**src/logic/ddsl_pkg.sv**
```systemverilog
// Package: constants and carrier types for the dual converter serial front end
`default_nettype none
package ddsl_pkg;
	localparam int WORD_W = 16;
	localparam int CODE_W = 14;
	localparam int ADDR_HI_POS = 15;
	localparam int ADDR_LO_POS = 14;
	localparam logic [CODE_W-1:0] CODE_ZERO = 14'h0000;
	localparam logic [CODE_W-1:0] CODE_MID = 14'h2000;
	localparam logic [CODE_W-1:0] CODE_FULL = 14'h3fff;
	localparam logic [1:0] ADDR_CHAN_A = 2'h0;
	localparam logic [1:0] ADDR_CHAN_B = 2'h1;
	localparam logic [WORD_W-1:0] SHIFT_RESET = 16'h0000;
	// Synchroniser reset values match the idle pin levels
	localparam logic [2:0] LINK_SYNC_RESET = 3'h4;
	localparam logic [2:0] MISC_SYNC_RESET = 3'h6;

	// Link pin group sampled from the host
	typedef struct packed {
		logic chip_sel_n;
		logic serial_in;
		logic sclk;
	} ddsl_link_s;

	// Pair of 14-bit codes, one per channel
	typedef struct packed {
		logic [CODE_W-1:0] chan_b;
		logic [CODE_W-1:0] chan_a;
	} ddsl_pair_s;

	// Preset sequencer states, gray along reset path
	typedef enum logic [1:0] {
		DDSL_SYNC0 = 2'h0,
		DDSL_SYNC1 = 2'h1,
		DDSL_PRESET = 2'h3,
		DDSL_RUN = 2'h2
	} ddsl_state_e;
endpackage : ddsl_pkg
`default_nettype wire

```
**src/logic/ddsl_core.sv**
```systemverilog
// Module: serial load, input and converter registers of a dual converter
`default_nettype none
module ddsl_core
	import ddsl_pkg::*;
(
	input wire logic CLK,
	input wire logic RST_B,
	input wire logic CHIP_SEL_N,
	input wire logic SERIAL_IN,
	input wire logic SCLK,
	input wire logic LOAD_STROBE_N,
	input wire logic PRESET_N,
	input wire logic MIDSCALE_SEL,
	output logic [CODE_W-1:0] DAC_A,
	output logic [CODE_W-1:0] DAC_B,
	output logic [CODE_W-1:0] INPUT_A,
	output logic [CODE_W-1:0] INPUT_B
);
	// Two-flop synchronisers for all outside pins except RST_B
	logic [2:0] link_s1_q;
	logic [2:0] link_s2_q;
	logic [2:0] link_s3_q;
	logic [2:0] misc_s1_q;
	logic [2:0] misc_s2_q;
	ddsl_link_s link_now;
	ddsl_link_s link_old;
	ddsl_link_s link_raw;

	assign link_raw = '{chip_sel_n: CHIP_SEL_N, serial_in: SERIAL_IN,
		sclk: SCLK};

	// Idle-level reset values: no false select or strobe edge
	always_ff @(posedge CLK or negedge RST_B) begin
		if (!RST_B) begin
			link_s1_q <= LINK_SYNC_RESET;
			link_s2_q <= LINK_SYNC_RESET;
			link_s3_q <= LINK_SYNC_RESET;
			misc_s1_q <= MISC_SYNC_RESET;
			misc_s2_q <= MISC_SYNC_RESET;
		end else begin
			link_s1_q <= link_raw;
			link_s2_q <= link_s1_q;
			link_s3_q <= link_s2_q;
			misc_s1_q <= {LOAD_STROBE_N, PRESET_N, MIDSCALE_SEL};
			misc_s2_q <= misc_s1_q;
		end
	end

	// Edge decode on synchronised link
	assign link_now = link_s2_q;
	assign link_old = link_s3_q;
	wire logic sclk_rise = link_now.sclk & ~link_old.sclk;
	wire logic selected = ~link_now.chip_sel_n;
	wire logic shift_en = sclk_rise & selected;
	wire logic cs_rise = link_now.chip_sel_n & ~link_old.chip_sel_n;
	wire logic load_n_s = misc_s2_q[2];
	wire logic preset_n_s = misc_s2_q[1];
	wire logic mid_s = misc_s2_q[0];

	// Preset sequencer: waits until strap crosses both flops
	ddsl_state_e state_q;
	ddsl_state_e state_d;
	logic [CODE_W-1:0] preset_val;
	assign preset_val = mid_s ? CODE_MID : CODE_ZERO;
	wire logic do_preset = (state_q != DDSL_RUN) | ~preset_n_s;

	always_comb begin
		case (state_q)
			DDSL_SYNC0: state_d = DDSL_SYNC1;
			DDSL_SYNC1: state_d = DDSL_PRESET;
			DDSL_PRESET: state_d = DDSL_RUN;
			DDSL_RUN: state_d = DDSL_RUN;
			default: state_d = DDSL_PRESET;
		endcase
	end

	// Shift register, MSB first
	logic [WORD_W-1:0] shift_q;
	logic [WORD_W-1:0] shift_d;
	assign shift_d = shift_en ? {shift_q[WORD_W-2:0], link_now.serial_in}
		: shift_q;

	// Word decode: address pair and code field
	wire logic [1:0] addr = {shift_q[ADDR_HI_POS], shift_q[ADDR_LO_POS]};
	wire logic [CODE_W-1:0] code_bits = shift_q[CODE_W-1:0];
	wire logic wr_a = cs_rise & (addr == ADDR_CHAN_A);
	wire logic wr_b = cs_rise & (addr == ADDR_CHAN_B);

	ddsl_pair_s in_q;
	ddsl_pair_s in_d;
	ddsl_pair_s dac_q;
	ddsl_pair_s dac_d;

	// Input register next values
	always_comb begin
		in_d = in_q;
		if (do_preset) begin
			in_d = '{chan_b: preset_val, chan_a: preset_val};
		end else begin
			if (wr_a) begin
				in_d.chan_a = code_bits;
			end
			if (wr_b) begin
				in_d.chan_b = code_bits;
			end
		end
	end

	// Converter registers: transparent while strobe low
	always_comb begin
		if (do_preset) begin
			dac_d = '{chan_b: preset_val, chan_a: preset_val};
		end else if (!load_n_s) begin
			dac_d = in_d;
		end else begin
			dac_d = dac_q;
		end
	end

	always_ff @(posedge CLK or negedge RST_B) begin
		if (!RST_B) begin
			state_q <= DDSL_SYNC0;
			shift_q <= SHIFT_RESET;
			in_q <= '0;
			dac_q <= '0;
		end else begin
			state_q <= state_d;
			shift_q <= shift_d;
			in_q <= in_d;
			dac_q <= dac_d;
		end
	end

	// Outputs straight from registers
	assign DAC_A = dac_q.chan_a;
	assign DAC_B = dac_q.chan_b;
	assign INPUT_A = in_q.chan_a;
	assign INPUT_B = in_q.chan_b;

	// Checks
	a_shift_hold: assert property (@(posedge CLK) disable iff (!RST_B)
		!shift_en |=> $stable(shift_q))
		else $error("shift register moved without selected sclk rise");
	a_shift_bit: assert property (@(posedge CLK) disable iff (!RST_B)
		shift_en |=> shift_q[0] == $past(link_now.serial_in))
		else $error("shifted bit does not match serial input");
	a_write_a: assert property (@(posedge CLK) disable iff (!RST_B)
		wr_a && !do_preset |=> in_q.chan_a == $past(code_bits))
		else $error("channel A input not loaded on select release");
	a_write_b: assert property (@(posedge CLK) disable iff (!RST_B)
		wr_b && !do_preset |=> in_q.chan_b == $past(code_bits))
		else $error("channel B input not loaded on select release");
	a_no_target: assert property (@(posedge CLK) disable iff (!RST_B)
		cs_rise && addr[1] && !do_preset |=> $stable(in_q))
		else $error("unused address changed an input register");
	a_load_pass: assert property (@(posedge CLK) disable iff (!RST_B)
		!load_n_s && !do_preset ##1 !do_preset |-> dac_q == in_q)
		else $error("converter registers not following inputs");
	a_load_hold: assert property (@(posedge CLK) disable iff (!RST_B)
		load_n_s && !do_preset |=> $stable(dac_q))
		else $error("converter registers changed with strobe high");
	a_preset_val: assert property (@(posedge CLK) disable iff (!RST_B)
		!preset_n_s |=> dac_q.chan_a == $past(preset_val)
		&& in_q.chan_b == $past(preset_val))
		else $error("preset value wrong");
	a_power_on: assert property (@(posedge CLK) disable iff (!RST_B)
		state_q == DDSL_PRESET |=> dac_q.chan_b == $past(preset_val))
		else $error("power-on preset value wrong");
	c_write_a: cover property (@(posedge CLK) disable iff (!RST_B) wr_a);
	c_write_b: cover property (@(posedge CLK) disable iff (!RST_B) wr_b);
	c_full: cover property (@(posedge CLK) disable iff (!RST_B)
		dac_q.chan_a == CODE_FULL);
	c_preset_mid: cover property (@(posedge CLK) disable iff (!RST_B)
		!preset_n_s && mid_s);
	c_power_mid: cover property (@(posedge CLK) disable iff (!RST_B)
		state_q == DDSL_PRESET && mid_s);

	// Further transfer and sequencer checks
	a_cs_high_hold: assert property (@(posedge CLK) disable iff (!RST_B)
		link_now.chip_sel_n |=> $stable(shift_q))
		else $error("shift register moved while deselected");
	a_no_stray_write: assert property (@(posedge CLK) disable iff (!RST_B)
		!cs_rise && !do_preset |=> $stable(in_q))
		else $error("input register changed without select release");
	a_write_a_only: assert property (@(posedge CLK) disable iff (!RST_B)
		wr_a && !do_preset |=> $stable(in_q.chan_b))
		else $error("channel A write disturbed channel B");
	a_write_b_only: assert property (@(posedge CLK) disable iff (!RST_B)
		wr_b && !do_preset |=> $stable(in_q.chan_a))
		else $error("channel B write disturbed channel A");
	a_load_code: assert property (@(posedge CLK) disable iff (!RST_B)
		!load_n_s && !do_preset |=> dac_q == $past(in_d))
		else $error("converter registers not following with strobe low");
	a_preset_all: assert property (@(posedge CLK) disable iff (!RST_B)
		!preset_n_s |=> in_q.chan_a == $past(preset_val)
		&& dac_q.chan_b == $past(preset_val))
		else $error("preset missed a register");
	a_power_done: assert property (@(posedge CLK) disable iff (!RST_B)
		state_q == DDSL_SYNC0 |-> ##3 state_q == DDSL_RUN)
		else $error("power-on sequencer did not reach run");
	a_strap_used: assert property (@(posedge CLK) disable iff (!RST_B)
		state_q == DDSL_PRESET |=> in_q.chan_a == $past(preset_val))
		else $error("power-on input preset wrong");
	a_mid_code: assert property (@(posedge CLK) disable iff (!RST_B)
		state_q == DDSL_PRESET && mid_s |=> dac_q.chan_a == CODE_MID)
		else $error("power-on midscale code wrong");
endmodule : ddsl_core
`default_nettype wire

```
**config.mk**
```make
export PLATFORM = sky130hd
export DESIGN_NAME = ddsl_core
export DESIGN_NICKNAME = d
export VERILOG_FILES = /design/src/logic/ddsl_pkg.sv /design/src/logic/ddsl_core.sv
export SDC_FILE = /design/constraint.sdc
export NUM_CORES = 1
export LEC_CHECK = 0
export ABC_CLOCK_PERIOD_IN_PS = 2900
export BUFFER_PORTS_ARGS = -buffer_cell sky130_fd_sc_hd__buf_2
export CAP_MARGIN = 20
export CORE_MARGIN = 2
export CORE_UTILIZATION = 50
export DETAILED_ROUTE_END_ITERATION = 10
export PLACE_DENSITY_LB_ADDON = 0.25
export SKIP_CTS_REPAIR_TIMING = 1
export SYNTH_ARGS = -nofsm -noshare
export SYNTH_HDL_FRONTEND = slang
export SYNTH_SLANG_ARGS = --single-unit
```
**constraint.sdc**
```tcl
create_clock -name CLK -period 2.9 [get_ports CLK]
set_input_delay 0.145 -clock CLK [delete_from_list [all_inputs] [get_ports CLK]]
set_output_delay 0.145 -clock CLK [all_outputs]
set_load 0.01 [all_outputs]
```
==> results of run 1 <==
[synthesized netlist by cell type, drive strengths merged]
cell type  count
and4bb         1
nand2b         1
nor4bb         1
o21ai         26
nor2b          2
dfrtp         81
a31oi          2
or2            1
and3b          1
clkbuf        10
nand3b         1
nor4b          1
inv            2
a22oi          2
a21oi         28
buf            4
mux2i         30
nor3b          1
or2b           1
dfstp          7
mux2          16
nor2          28
[final cells by class]
class / instances / area, um2 / share of cell area
inverter: 2 / 7.51 / 0.00190
clock buffer: 9 / 124 / 0.0313
tap: 77 / 96.3 / 0.0243
multi-input combinational: 143 / 991 / 0.250
sequential: 88 / 2210 / 0.558
clock inverter: 7 / 78.8 / 0.0199
timing repair buffer: 76 / 453 / 0.114
[sequential cells by signal, summed over array words and instances (netlist names)]
register and cells:
DAC_B 14, link_s1_q 3, shift_q 16, DAC_A 14, misc_s2_q 3, INPUT_B 14, misc_s1_q 3, link_old 2
INPUT_A 14, state_q 2, link_now 3
[worst max path at each step]
stage	endpoint
after detailed placement	DAC_B[6]$_DFFE_PN0P_
after global placement	DAC_B[6]$_DFFE_PN0P_
after floorplan	DAC_A[10]$_DFFE_PN0P_
after CTS	DAC_B[6]$_DFFE_PN0P_
final	DAC_B[6]$_DFFE_PN0P_
after global routing	DAC_B[12]$_DFFE_PN0P_
[kinds of logic (layout without fill, tap and decap cells)]
| logic type | after synthesis | in the layout | share of synthesized area |
|---|---|---|---|
| flip-flops | 88 | 88 | 0.673 |
| multiplexers | 46 | 46 | 0.146 |
| AO/OA/AOI/OAI | 58 | 58 | 0.0907 |
| AND/OR/NAND/NOR | 39 | 39 | 0.0648 |
| buffers and inverters | 16 | 94 | 0.0248 |
[worst max-delay path: stages (launching register included)]
cell and delay (ps):
dfstp_2 580, and4bb_1 490, buf_4 290, mux2i_1 270
a21oi_1 100
[metrics by stage]
step	power, mW	area [um2]	hold slack [ps]	utilization
floorplan	1.57	3280	-151	-
global placement	1.68	3660	252	0.577
detailed placement	1.69	3660	252	0.577
CTS	2.55	3860	-130	0.608
global route	2.65	3960	280	0.624
finish	2.53	3960	265	0.624
[metal layers]
metal / share of wire / vias up
li1: - / 1009
met1: 0.49 / 1097
met2: 0.45 / 45
met3: 0.037 / 7
met4: 0.015 / 0
met5: 0 / -
[power by group]
part	internal, mW	switching, mW	total [mW]
logic	0.122	0.134	0.256
clock network	0.405	0.447	0.852
registers	1.33	0.0867	1.42
==> out/results.tsv, run 1 <==
stage	metric	value	unit
die	std cell rows	29	
layout	nets	328	
layout	Antenna Cells	0	
timing	endpoints failing setup	0	
setup_path	CP required	3110	ps
timing	final setup margin	1030	ps
timing	Fmax	536	MHz
logic_synthesis	Synth Warn #	0	
routing	DR vias/cell	5.37	
logic_synthesis	Area contributors post-synth	dfrtp_1, mux2i_1, dfstp_2	
cts	clk_lat worst skew	350	ps
placed_design	port bufs	63	
logic_synthesis	post-synth top area share	0.617	
hold_path	Hold Path Class	primary input to asynchronous set/reset pin	
placed_design	hpwl dp	4120	um
grt	M2 GR Usage	0.277	
grt	met3 Use GR	0.0409	
routing	total wire length	6590	um
routing	ANT nets after route	0	
setup_path	R2R cell count	4	
timing	skew final	7.31	ps
timing	RSZ-0062 raised after global routing	false	
cts	clock sink total	88	
die	starting density of the core	0.517	
layout	FILL cells	507	
routing	Initial DRT Pass Iterations	4	
grt	largest net degree at the start of global routing	89	
grt	first-pass GRT wire length	11000	um
flow_run	maxcap violations	0	
cts	Num CTS Buffers	9	
power	maximum VDD drop	475	uV
setup_path	Critical Path Source Type	flip-flop	
timing	fin crit period	1870	ps
timing	endpoints failing hold	0	
setup_path	CP endpoint kind	flip-flop	
die	Die ar.	0.00723	mm2
logic_synthesis	Post-Syn Instances	247	
grt	met1 usage	0.297	
timing	relative slew slack	0.504	
cts	Root Buffer	clkbuf_8	
setup_path	worst r2r src	link_now[2]$_DFF_PN1_	
setup_path	Worst R2R End	DAC_B[6]$_DFFE_PN0P_	
logic_synthesis	Synth Register Bits	88	
routing	DR DRC count	0	
die	I/O pin cnt	64	
grt	initial antenna violation count	0	
die	die height	85.0	um
timing	Sum Neg Setup Slack	0	ps
setup_path	critical path arrival	2070	ps
layout	most frequent cells in the layout	dfrtp_1, buf_2, mux2i_1, nor2_1, a21oi_1	
logic_synthesis	Seq/Total Area, Yosys	0.673	
placed_design	DP Worst Slack	1030	ps
cts	CTS tree	yes	
timing	final period utilization	0.643	
logic_synthesis	Yosys cell types	25	
grt	busiest grt layer	met1	
cts	clock-pin slew on the worst setup and hold paths	90	ps
grt	All-Layer GR Usage	0.198	
cts	Max clock buf depth	2	
grt	vias in the first global route	2072	
power	Leakage Power	1.96	nW
outcome	status	finished clean	
timing	Slew Limit Fails	0	
placed_design	GPL Wtd Cong	0.749	
power	Power Density	638	mW/mm2
grt	GRT overflow	0	
setup_path	r2r setup slk	1030	ps
layout	leading cell type in the layout, fill and taps excluded	dfrtp_1	
routing	vias	2158	
layout	synth-to-layout area growth	20.7	%
die	core box area	0.00635	mm2
layout	share of layout cells above drive strength 1	0.345	
setup_path	Worst Setup SP	link_now[2]$_DFF_PN1_	
placed_design	Inst Count DP	378	
routing	Initial DRC Count	109	
logic_synthesis	Syn Nets	255	
timing	Least-Margin Pin Slew	744	ps
cts	CTS H-Tree Depth	3	
logic_synthesis	Mean Syn Cell Area	13.3	um2
logic_synthesis	leading area contributor after synthesis	dfrtp_1	
die	die width	85.0	um
layout	filler-free cell count of the finished design	402	
logic_synthesis	mapped cell area	0.00328	mm2
routing	drt wl/cell	16.4	um
setup_path	Critical Path Fanout Max	8	
setup_path	Critical Setup Path Class	flip-flop to flip-flop	
Power figures use the tool's default switching activity.
==> run 2: changes to the inputs <==
--- a/config.mk
+++ b/config.mk
@@ -5,11 +5,11 @@
 export SDC_FILE = /design/constraint.sdc
 export NUM_CORES = 1
 export LEC_CHECK = 0
-export ABC_CLOCK_PERIOD_IN_PS = 2900
+export ABC_CLOCK_PERIOD_IN_PS = 1600
 export BUFFER_PORTS_ARGS = -buffer_cell sky130_fd_sc_hd__buf_2
 export CAP_MARGIN = 20
 export CORE_MARGIN = 2
-export CORE_UTILIZATION = 50
+export CORE_UTILIZATION = 49
 export DETAILED_ROUTE_END_ITERATION = 10
 export PLACE_DENSITY_LB_ADDON = 0.25
 export SKIP_CTS_REPAIR_TIMING = 1
==> constraint.sdc (replaced) <==
create_clock -name CLK -period 1.6 [get_ports CLK]
set_input_delay 0.08 -clock CLK [delete_from_list [all_inputs] [get_ports CLK]]
set_output_delay 0.08 -clock CLK [all_outputs]
set_load 0.01 [all_outputs]
==> out/results.tsv, run 2 (synthesis results as in run 1) <==
stage	metric	value	unit	change
setup_path	r2r setup slk	60	ps	was 1030 ps
placed_design	hpwl dp	4280	um	was 4120 um
layout	synth-to-layout area growth	23.6	%	was 20.7%
die	die height	85.9	um	was 85.0 um
layout	Register Area	0.00221	mm2	unchanged
timing	Fmax	648	MHz	was 536 MHz
grt	largest net degree at the start of global routing	53		was 89
timing	fin crit period	1540	ps	was 1870 ps
layout	Multi-input gate area	0.00101	mm2	was 991 um2
timing	Sum Neg Setup Slack	0	ps	unchanged
placed_design	port bufs	63		unchanged
layout	share of layout cells above drive strength 1	0.366		was 0.345
layout	most frequent cells in the layout	dfrtp_1, buf_2, nor2_1, a21oi_1		was dfrtp_1, buf_2, mux2i_1, nor2_1, a21oi_1
timing	skew final	9.83	ps	was 7.31 ps
routing	total wire length	6680	um	was 6590 um
timing	RSZ-0062 raised after global routing	true		was false
grt	All-Layer GR Usage	0.201		was 0.198
routing	ANT nets after route	0		unchanged
cts	clock sink total	88		unchanged
setup_path	Critical Path Fanout Max	13		was 8
timing	Slew Limit Fails	0		unchanged
grt	met3 Use GR	0.0654		was 0.0409
outcome	violations in the final reports	DRC		
setup_path	critical path arrival	1750	ps	was 2070 ps
routing	Initial DRC Count	107		was 109
timing	endpoints failing setup	0		unchanged
hold_path	Hold Path Class	primary input to asynchronous set/reset pin		unchanged
timing	final period utilization	0.964		was 0.643
routing	DR DRC count	4		was 0
grt	GRT overflow	0		unchanged
setup_path	slowest stage delay, CP	550	ps	was 580 ps
setup_path	CP endpoint kind	flip-flop		unchanged
die	core box area	0.00642	mm2	was 0.00635 mm2
routing	drt wl/cell	16.4	um	about the same
setup_path	CP max stage cell	dfstp_2		unchanged
power	Power Total	4.60	mW	was 2.53 mW
routing	DR vias/cell	5.25		was 5.37
layout	number of flip-flops in the largest register	16		unchanged
routing	vias	2142		was 2,158
power	Leakage Power	2.01	nW	was 1.96 nW
die	Die ar.	0.00737	mm2	was 0.00723 mm2
power	Power Density	1130	mW/mm2	was 638 mW/mm2
flow_run	maxcap violations	0		unchanged
layout	FILL cells	528		was 507
outcome	status	finished with violations		was finished clean
layout	leading cell type in the layout, fill and taps excluded	dfrtp_1		unchanged
setup_path	CP required	1810	ps	was 3110 ps
setup_path	WP buf/inv	1		unchanged
grt	first-pass GRT wire length	11200	um	was 11,000 um
die	starting density of the core	0.511		was 0.517
routing	Initial DRT Pass Iterations	7		was 4
die	std cell rows	29		unchanged
timing	relative slew slack	0.500		was 0.504
setup_path	CP top delay family	flip-flops		unchanged
timing	endpoints failing hold	0		unchanged
cts	Root Buffer	clkbuf_8		unchanged
layout	register name with the most flops	shift_q		unchanged
setup_path	Critical Path Source Type	flip-flop		unchanged
cts	clk_lat worst skew	360	ps	was 350 ps
setup_path	crit-path cells	nor4b_4, buf_12, mux2i_2, a21oi_1		was and4bb_1, buf_4, mux2i_1, a21oi_1
layout	Antenna Cells	0		unchanged
die	I/O pin cnt	64		unchanged
placed_design	GPL Wtd Cong	0.785		was 0.749
grt	busiest grt layer	met2		was met1
layout	nets	334		was 328
grt	initial antenna violation count	0		unchanged
grt	vias in the first global route	2133		was 2,072
die	die width	85.9	um	was 85.0 um
power	maximum VDD drop	593	uV	was 475 uV
timing	Least-Margin Pin Slew	749	ps	was 744 ps
cts	clock-pin slew on the worst setup and hold paths	80	ps	was 90 ps
grt	M2 GR Usage	0.293		was 0.277
cts	CTS H-Tree Depth	3		unchanged
grt	met1 usage	0.290		was 0.297
cts	CTS tree	yes		unchanged
cts	Max clock buf depth	2		unchanged
cts	Num CTS Buffers	9		unchanged
setup_path	Critical Setup Path Class	flip-flop to flip-flop		unchanged
-- run 2: cell types whose count changed in the layout (fill, tap and decap cells not counted) --
cell,delta
buf_6,+1
buf_4,+1
mux2i_2,+4
inv_6,+1
buf_12,+5
clkinvlp_4,-3
buf_16,-1
clkinv_4,-1
clkbuf_1,+1
mux2i_1,-4
clkinv_2,+2
-- run 2: final cells by class --
class | count | area share
Sequential cell | 88 | 0.545
Multi-Input combinational cell | 143 | 0.248
Timing Repair Buffer | 82 | 0.134
Clock buffer | 10 | 0.0314
Tap cell | 77 | 0.0237
Clock inverter | 6 | 0.0163
Inverter | 2 | 0.00185
-- run 2: path summary, 6_finish.rpt --
kind | startpoint | to | cells after the start
max | link_now[2]$_DFF_PN1_ | DAC_A[4]$_DFFE_PN0P_ | 4
min | RST_B | link_s1_q[0]$_DFF_PN0_ | 2
max reg2reg | link_now[2]$_DFF_PN1_ | DAC_A[4]$_DFFE_PN0P_ | 4
min reg2reg | link_s1_q[0]$_DFF_PN0_ | link_now[0]$_DFF_PN0_ | 0
max in group asynchronous | RST_B | link_s1_q[2]$_DFF_PN1_ | 3
min in group CLK | link_s1_q[0]$_DFF_PN0_ | link_now[0]$_DFF_PN0_ | 0
-- run 2: where the power goes --
part	switching [mW]	total, mW	internal (mW)
registers	0.170	2.58	2.41
clock network	0.791	1.52	0.734
logic	0.249	0.492	0.243
total	1.21	4.60	3.39
-- run 2: layer usage --
metal,share of wire,up-vias
met3,0.051,8
met1,0.47,1063
met4,0.013,0
met5,0,-
li1,-,1017
met2,0.47,54
-- run 2: worst register-to-register path, delay by kind of cell (launching register included) --
family	cells	cell delay, ps
muxes	1	270
and+or+nand+nor	1	270
AOI/OAI and AO/OA	1	100
buffers and inverters	1	210
DFF	1	550
-- run 2: through the flow --
stage	area, um2	util	hold WS, ps	cells	worst slack (ps)
after floorplan	3280	-	-216	247	25.9
after global placement	3770	0.587	52.3	384	116
after detailed placement	3770	0.587	50.5	384	59.6
after CTS	3960	0.617	-346	400	9.51
after global routing	4060	0.632	230	408	-29.4
final	4060	0.632	199	408	57.7
==> run 3: changes to the inputs <==
--- a/config.mk
+++ b/config.mk
@@ -9,9 +9,10 @@
 export BUFFER_PORTS_ARGS = -buffer_cell sky130_fd_sc_hd__buf_2
 export CAP_MARGIN = 20
 export CORE_MARGIN = 2
-export CORE_UTILIZATION = 49
+export CORE_UTILIZATION = 50
+export CTS_BUF_LIST = sky130_fd_sc_hd__clkbuf_4
 export DETAILED_ROUTE_END_ITERATION = 10
-export PLACE_DENSITY_LB_ADDON = 0.25
+export PLACE_DENSITY = 0.76
 export SKIP_CTS_REPAIR_TIMING = 1
 export SYNTH_ARGS = -nofsm -noshare
 export SYNTH_HDL_FRONTEND = slang
==> out/results.tsv, run 3 (synthesis results as in run 1) <==
stage	metric	value	unit	change
setup_path	WP buf/inv	2		was 1
placed_design	hpwl dp	4330	um	was 4280 um
setup_path	Worst Setup SP	link_now[2]$_DFF_PN1_		unchanged
setup_path	critical path arrival	1840	ps	was 1750 ps
setup_path	crit-path cells	nor4b_4, buf_4, clkbuf_16, mux2i_1, a21oi_1		was nor4b_4, buf_12, mux2i_2, a21oi_1
power	Comb pwr share	0.114		was 0.107
timing	relative slew slack	0.690		was 0.500
setup_path	worst r2r src	link_now[2]$_DFF_PN1_		unchanged
cts	clk_lat worst skew	430	ps	was 360 ps
routing	DR DRC count	0		was 4
cts	CTS tree	yes		unchanged
placed_design	port bufs	63		unchanged
setup_path	r2r setup slk	70	ps	was 60 ps
routing	ANT nets after route	0		unchanged
placed_design	GPL Wtd Cong	0.769		was 0.785
setup_path	Worst R2R End	DAC_A[6]$_DFFE_PN0P_		was DAC_A[4]$_DFFE_PN0P_
timing	Least-Margin Pin Slew	465	ps	was 749 ps
power	Power Density	1070	mW/mm2	was 1130 mW/mm2
layout	leading cell type in the layout, fill and taps excluded	dfrtp_1		unchanged
grt	largest net degree at the start of global routing	53		unchanged
setup_path	R2R cell count	5		was 4
setup_path	CP top delay family	flip-flops		unchanged
setup_path	CP endpoint kind	flip-flop		unchanged
setup_path	Critical Path Fanout Max	6		was 13
die	die height	85.0	um	was 85.9 um
setup_path	CP required	1910	ps	was 1810 ps
layout	share of layout cells above drive strength 1	0.365		was 0.366
layout	synth-to-layout area growth	22.0	%	was 23.6%
timing	Slew Limit Fails	0		unchanged
hold_path	Hold Path Class	primary input to asynchronous set/reset pin		unchanged
grt	first-pass GRT wire length	10800	um	was 11,200 um
power	Leakage Power	1.99	nW	was 2.01 nW
timing	endpoints failing hold	0		unchanged
die	starting density of the core	0.517		was 0.511
power	maximum VDD drop	503	uV	was 593 uV
timing	skew final	16.1	ps	was 9.83 ps
routing	total wire length	6740	um	was 6680 um
routing	drt wl/cell	16.4	um	about the same
routing	Initial DRT Pass Iterations	4		was 7
power	clock power share	0.286		was 0.331
outcome	status	finished clean		was finished with violations
flow_run	maxcap violations	0		unchanged
grt	GRT overflow	0		unchanged
routing	Initial DRC Count	136		was 107
power	sequential share of power	0.600		was 0.562
setup_path	CP max stage cell	dfstp_2		unchanged
cts	clock-pin slew on the worst setup and hold paths	140	ps	was 80 ps
timing	Fmax	654	MHz	was 648 MHz
timing	final period utilization	0.955		was 0.964
die	core box area	0.00635	mm2	was 0.00642 mm2
cts	clock sink total	88		unchanged
layout	nets	337		was 334
routing	DR vias/cell	5.21		was 5.25
grt	initial antenna violation count	0		unchanged
power	Sw Ratio	0.271		was 0.263
die	Die ar.	0.00723	mm2	was 0.00737 mm2
die	die width	85.0	um	was 85.9 um
grt	All-Layer GR Usage	0.196		was 0.201
layout	final core utilization	0.631		was 0.632
timing	endpoints failing setup	0		unchanged
cts	Max clock buf depth	2		unchanged
timing	Sum Neg Setup Slack	0	ps	unchanged
cts	Root Buffer	clkbuf_4		was clkbuf_8
cts	Num CTS Buffers	9		unchanged
setup_path	slowest stage delay, CP	570	ps	was 550 ps
power	Sw Pwr	1.17	mW	was 1.21 mW
setup_path	Critical Setup Path Class	flip-flop to flip-flop		unchanged
timing	fin crit period	1530	ps	was 1540 ps
cts	CTS H-Tree Depth	3		unchanged
power	internal power	3.13	mW	was 3.39 mW
layout	number of flip-flops in the largest register	16		unchanged
layout	most frequent cells in the layout	dfrtp_1, buf_2, mux2i_1, nor2_1, a21oi_1		was dfrtp_1, buf_2, nor2_1, a21oi_1
layout	register name with the most flops	shift_q		unchanged
grt	vias in the first global route	2087		was 2,133
setup_path	Critical Path Source Type	flip-flop		unchanged
die	I/O pin cnt	64		unchanged
die	std cell rows	29		unchanged
layout	Antenna Cells	0		unchanged
routing	vias	2140		was 2,142
timing	RSZ-0062 raised after global routing	false		was true
run 3: cell count changes in the layout (fill, tap and decap cells not counted), sizes merged:
cell	delta
clkinv	+1
clkinvlp	+2
inv	-2
buf	+2
run 3: layout make-up:
class                      instances  area [um2]
sequential                        88        2210
timing repair buffer              85         543
tap                               77        96.3
multi-input combinational        143        1010
fill                             485        2340
clock inverter                     7        71.3
inverter                           2        10.0
clock buffer                       9        67.6
run 3: through the flow:
stage | cells | worst slack [ps] | area [um2] | hold slack (ps) | total power, mW
after floorplan | 247 | 25.9 | 3280 | -216 | 2.85
after global placement | 385 | 114 | 3740 | 11.0 | 3.07
after detailed placement | 385 | 57.0 | 3740 | 16.8 | 3.08
after CTS | 401 | 36.6 | 3880 | -468 | 4.29
after global routing | 411 | 0.770 | 4010 | 115 | 4.51
final | 411 | 71.5 | 4010 | 85.5 | 4.30
run 3: how the worst max path moves through the flow:
stage / endpoint / depth (start not counted) / slack [ps]
2_1_floorplan: DAC_A[10]$_DFFE_PN0P_ / 4 / 30
3_3_place_gp: DAC_A[7]$_DFFE_PN0P_ / 4 / 110
3_5_place_dp: DAC_A[11]$_DFFE_PN0P_ / 4 / 60
4_1_cts: DAC_A[0]$_DFFE_PN0P_ / 4 / 40
5_1_grt: DAC_A[1]$_DFFE_PN0P_ / 5 / 0.8
6_report: DAC_A[6]$_DFFE_PN0P_ / 5 / 70
run 3: per-layer routing:
metal  routed length, um  global-route usage
met1                3220               0.293
met2                3200               0.283
met3                 185              0.0272
met4                 135              0.0952
met5                   0                   0
run 3: power groups by stage:
stage	Combinational [mW]	Clock (mW)	Sequential, mW
2_1_floorplan	0.248	0	2.60
3_3_place_gp	0.455	0	2.62
3_5_place_dp	0.467	0	2.62
4_1_cts	0.468	1.25	2.57
5_1_grt	0.545	1.36	2.61
6_report	0.490	1.23	2.58
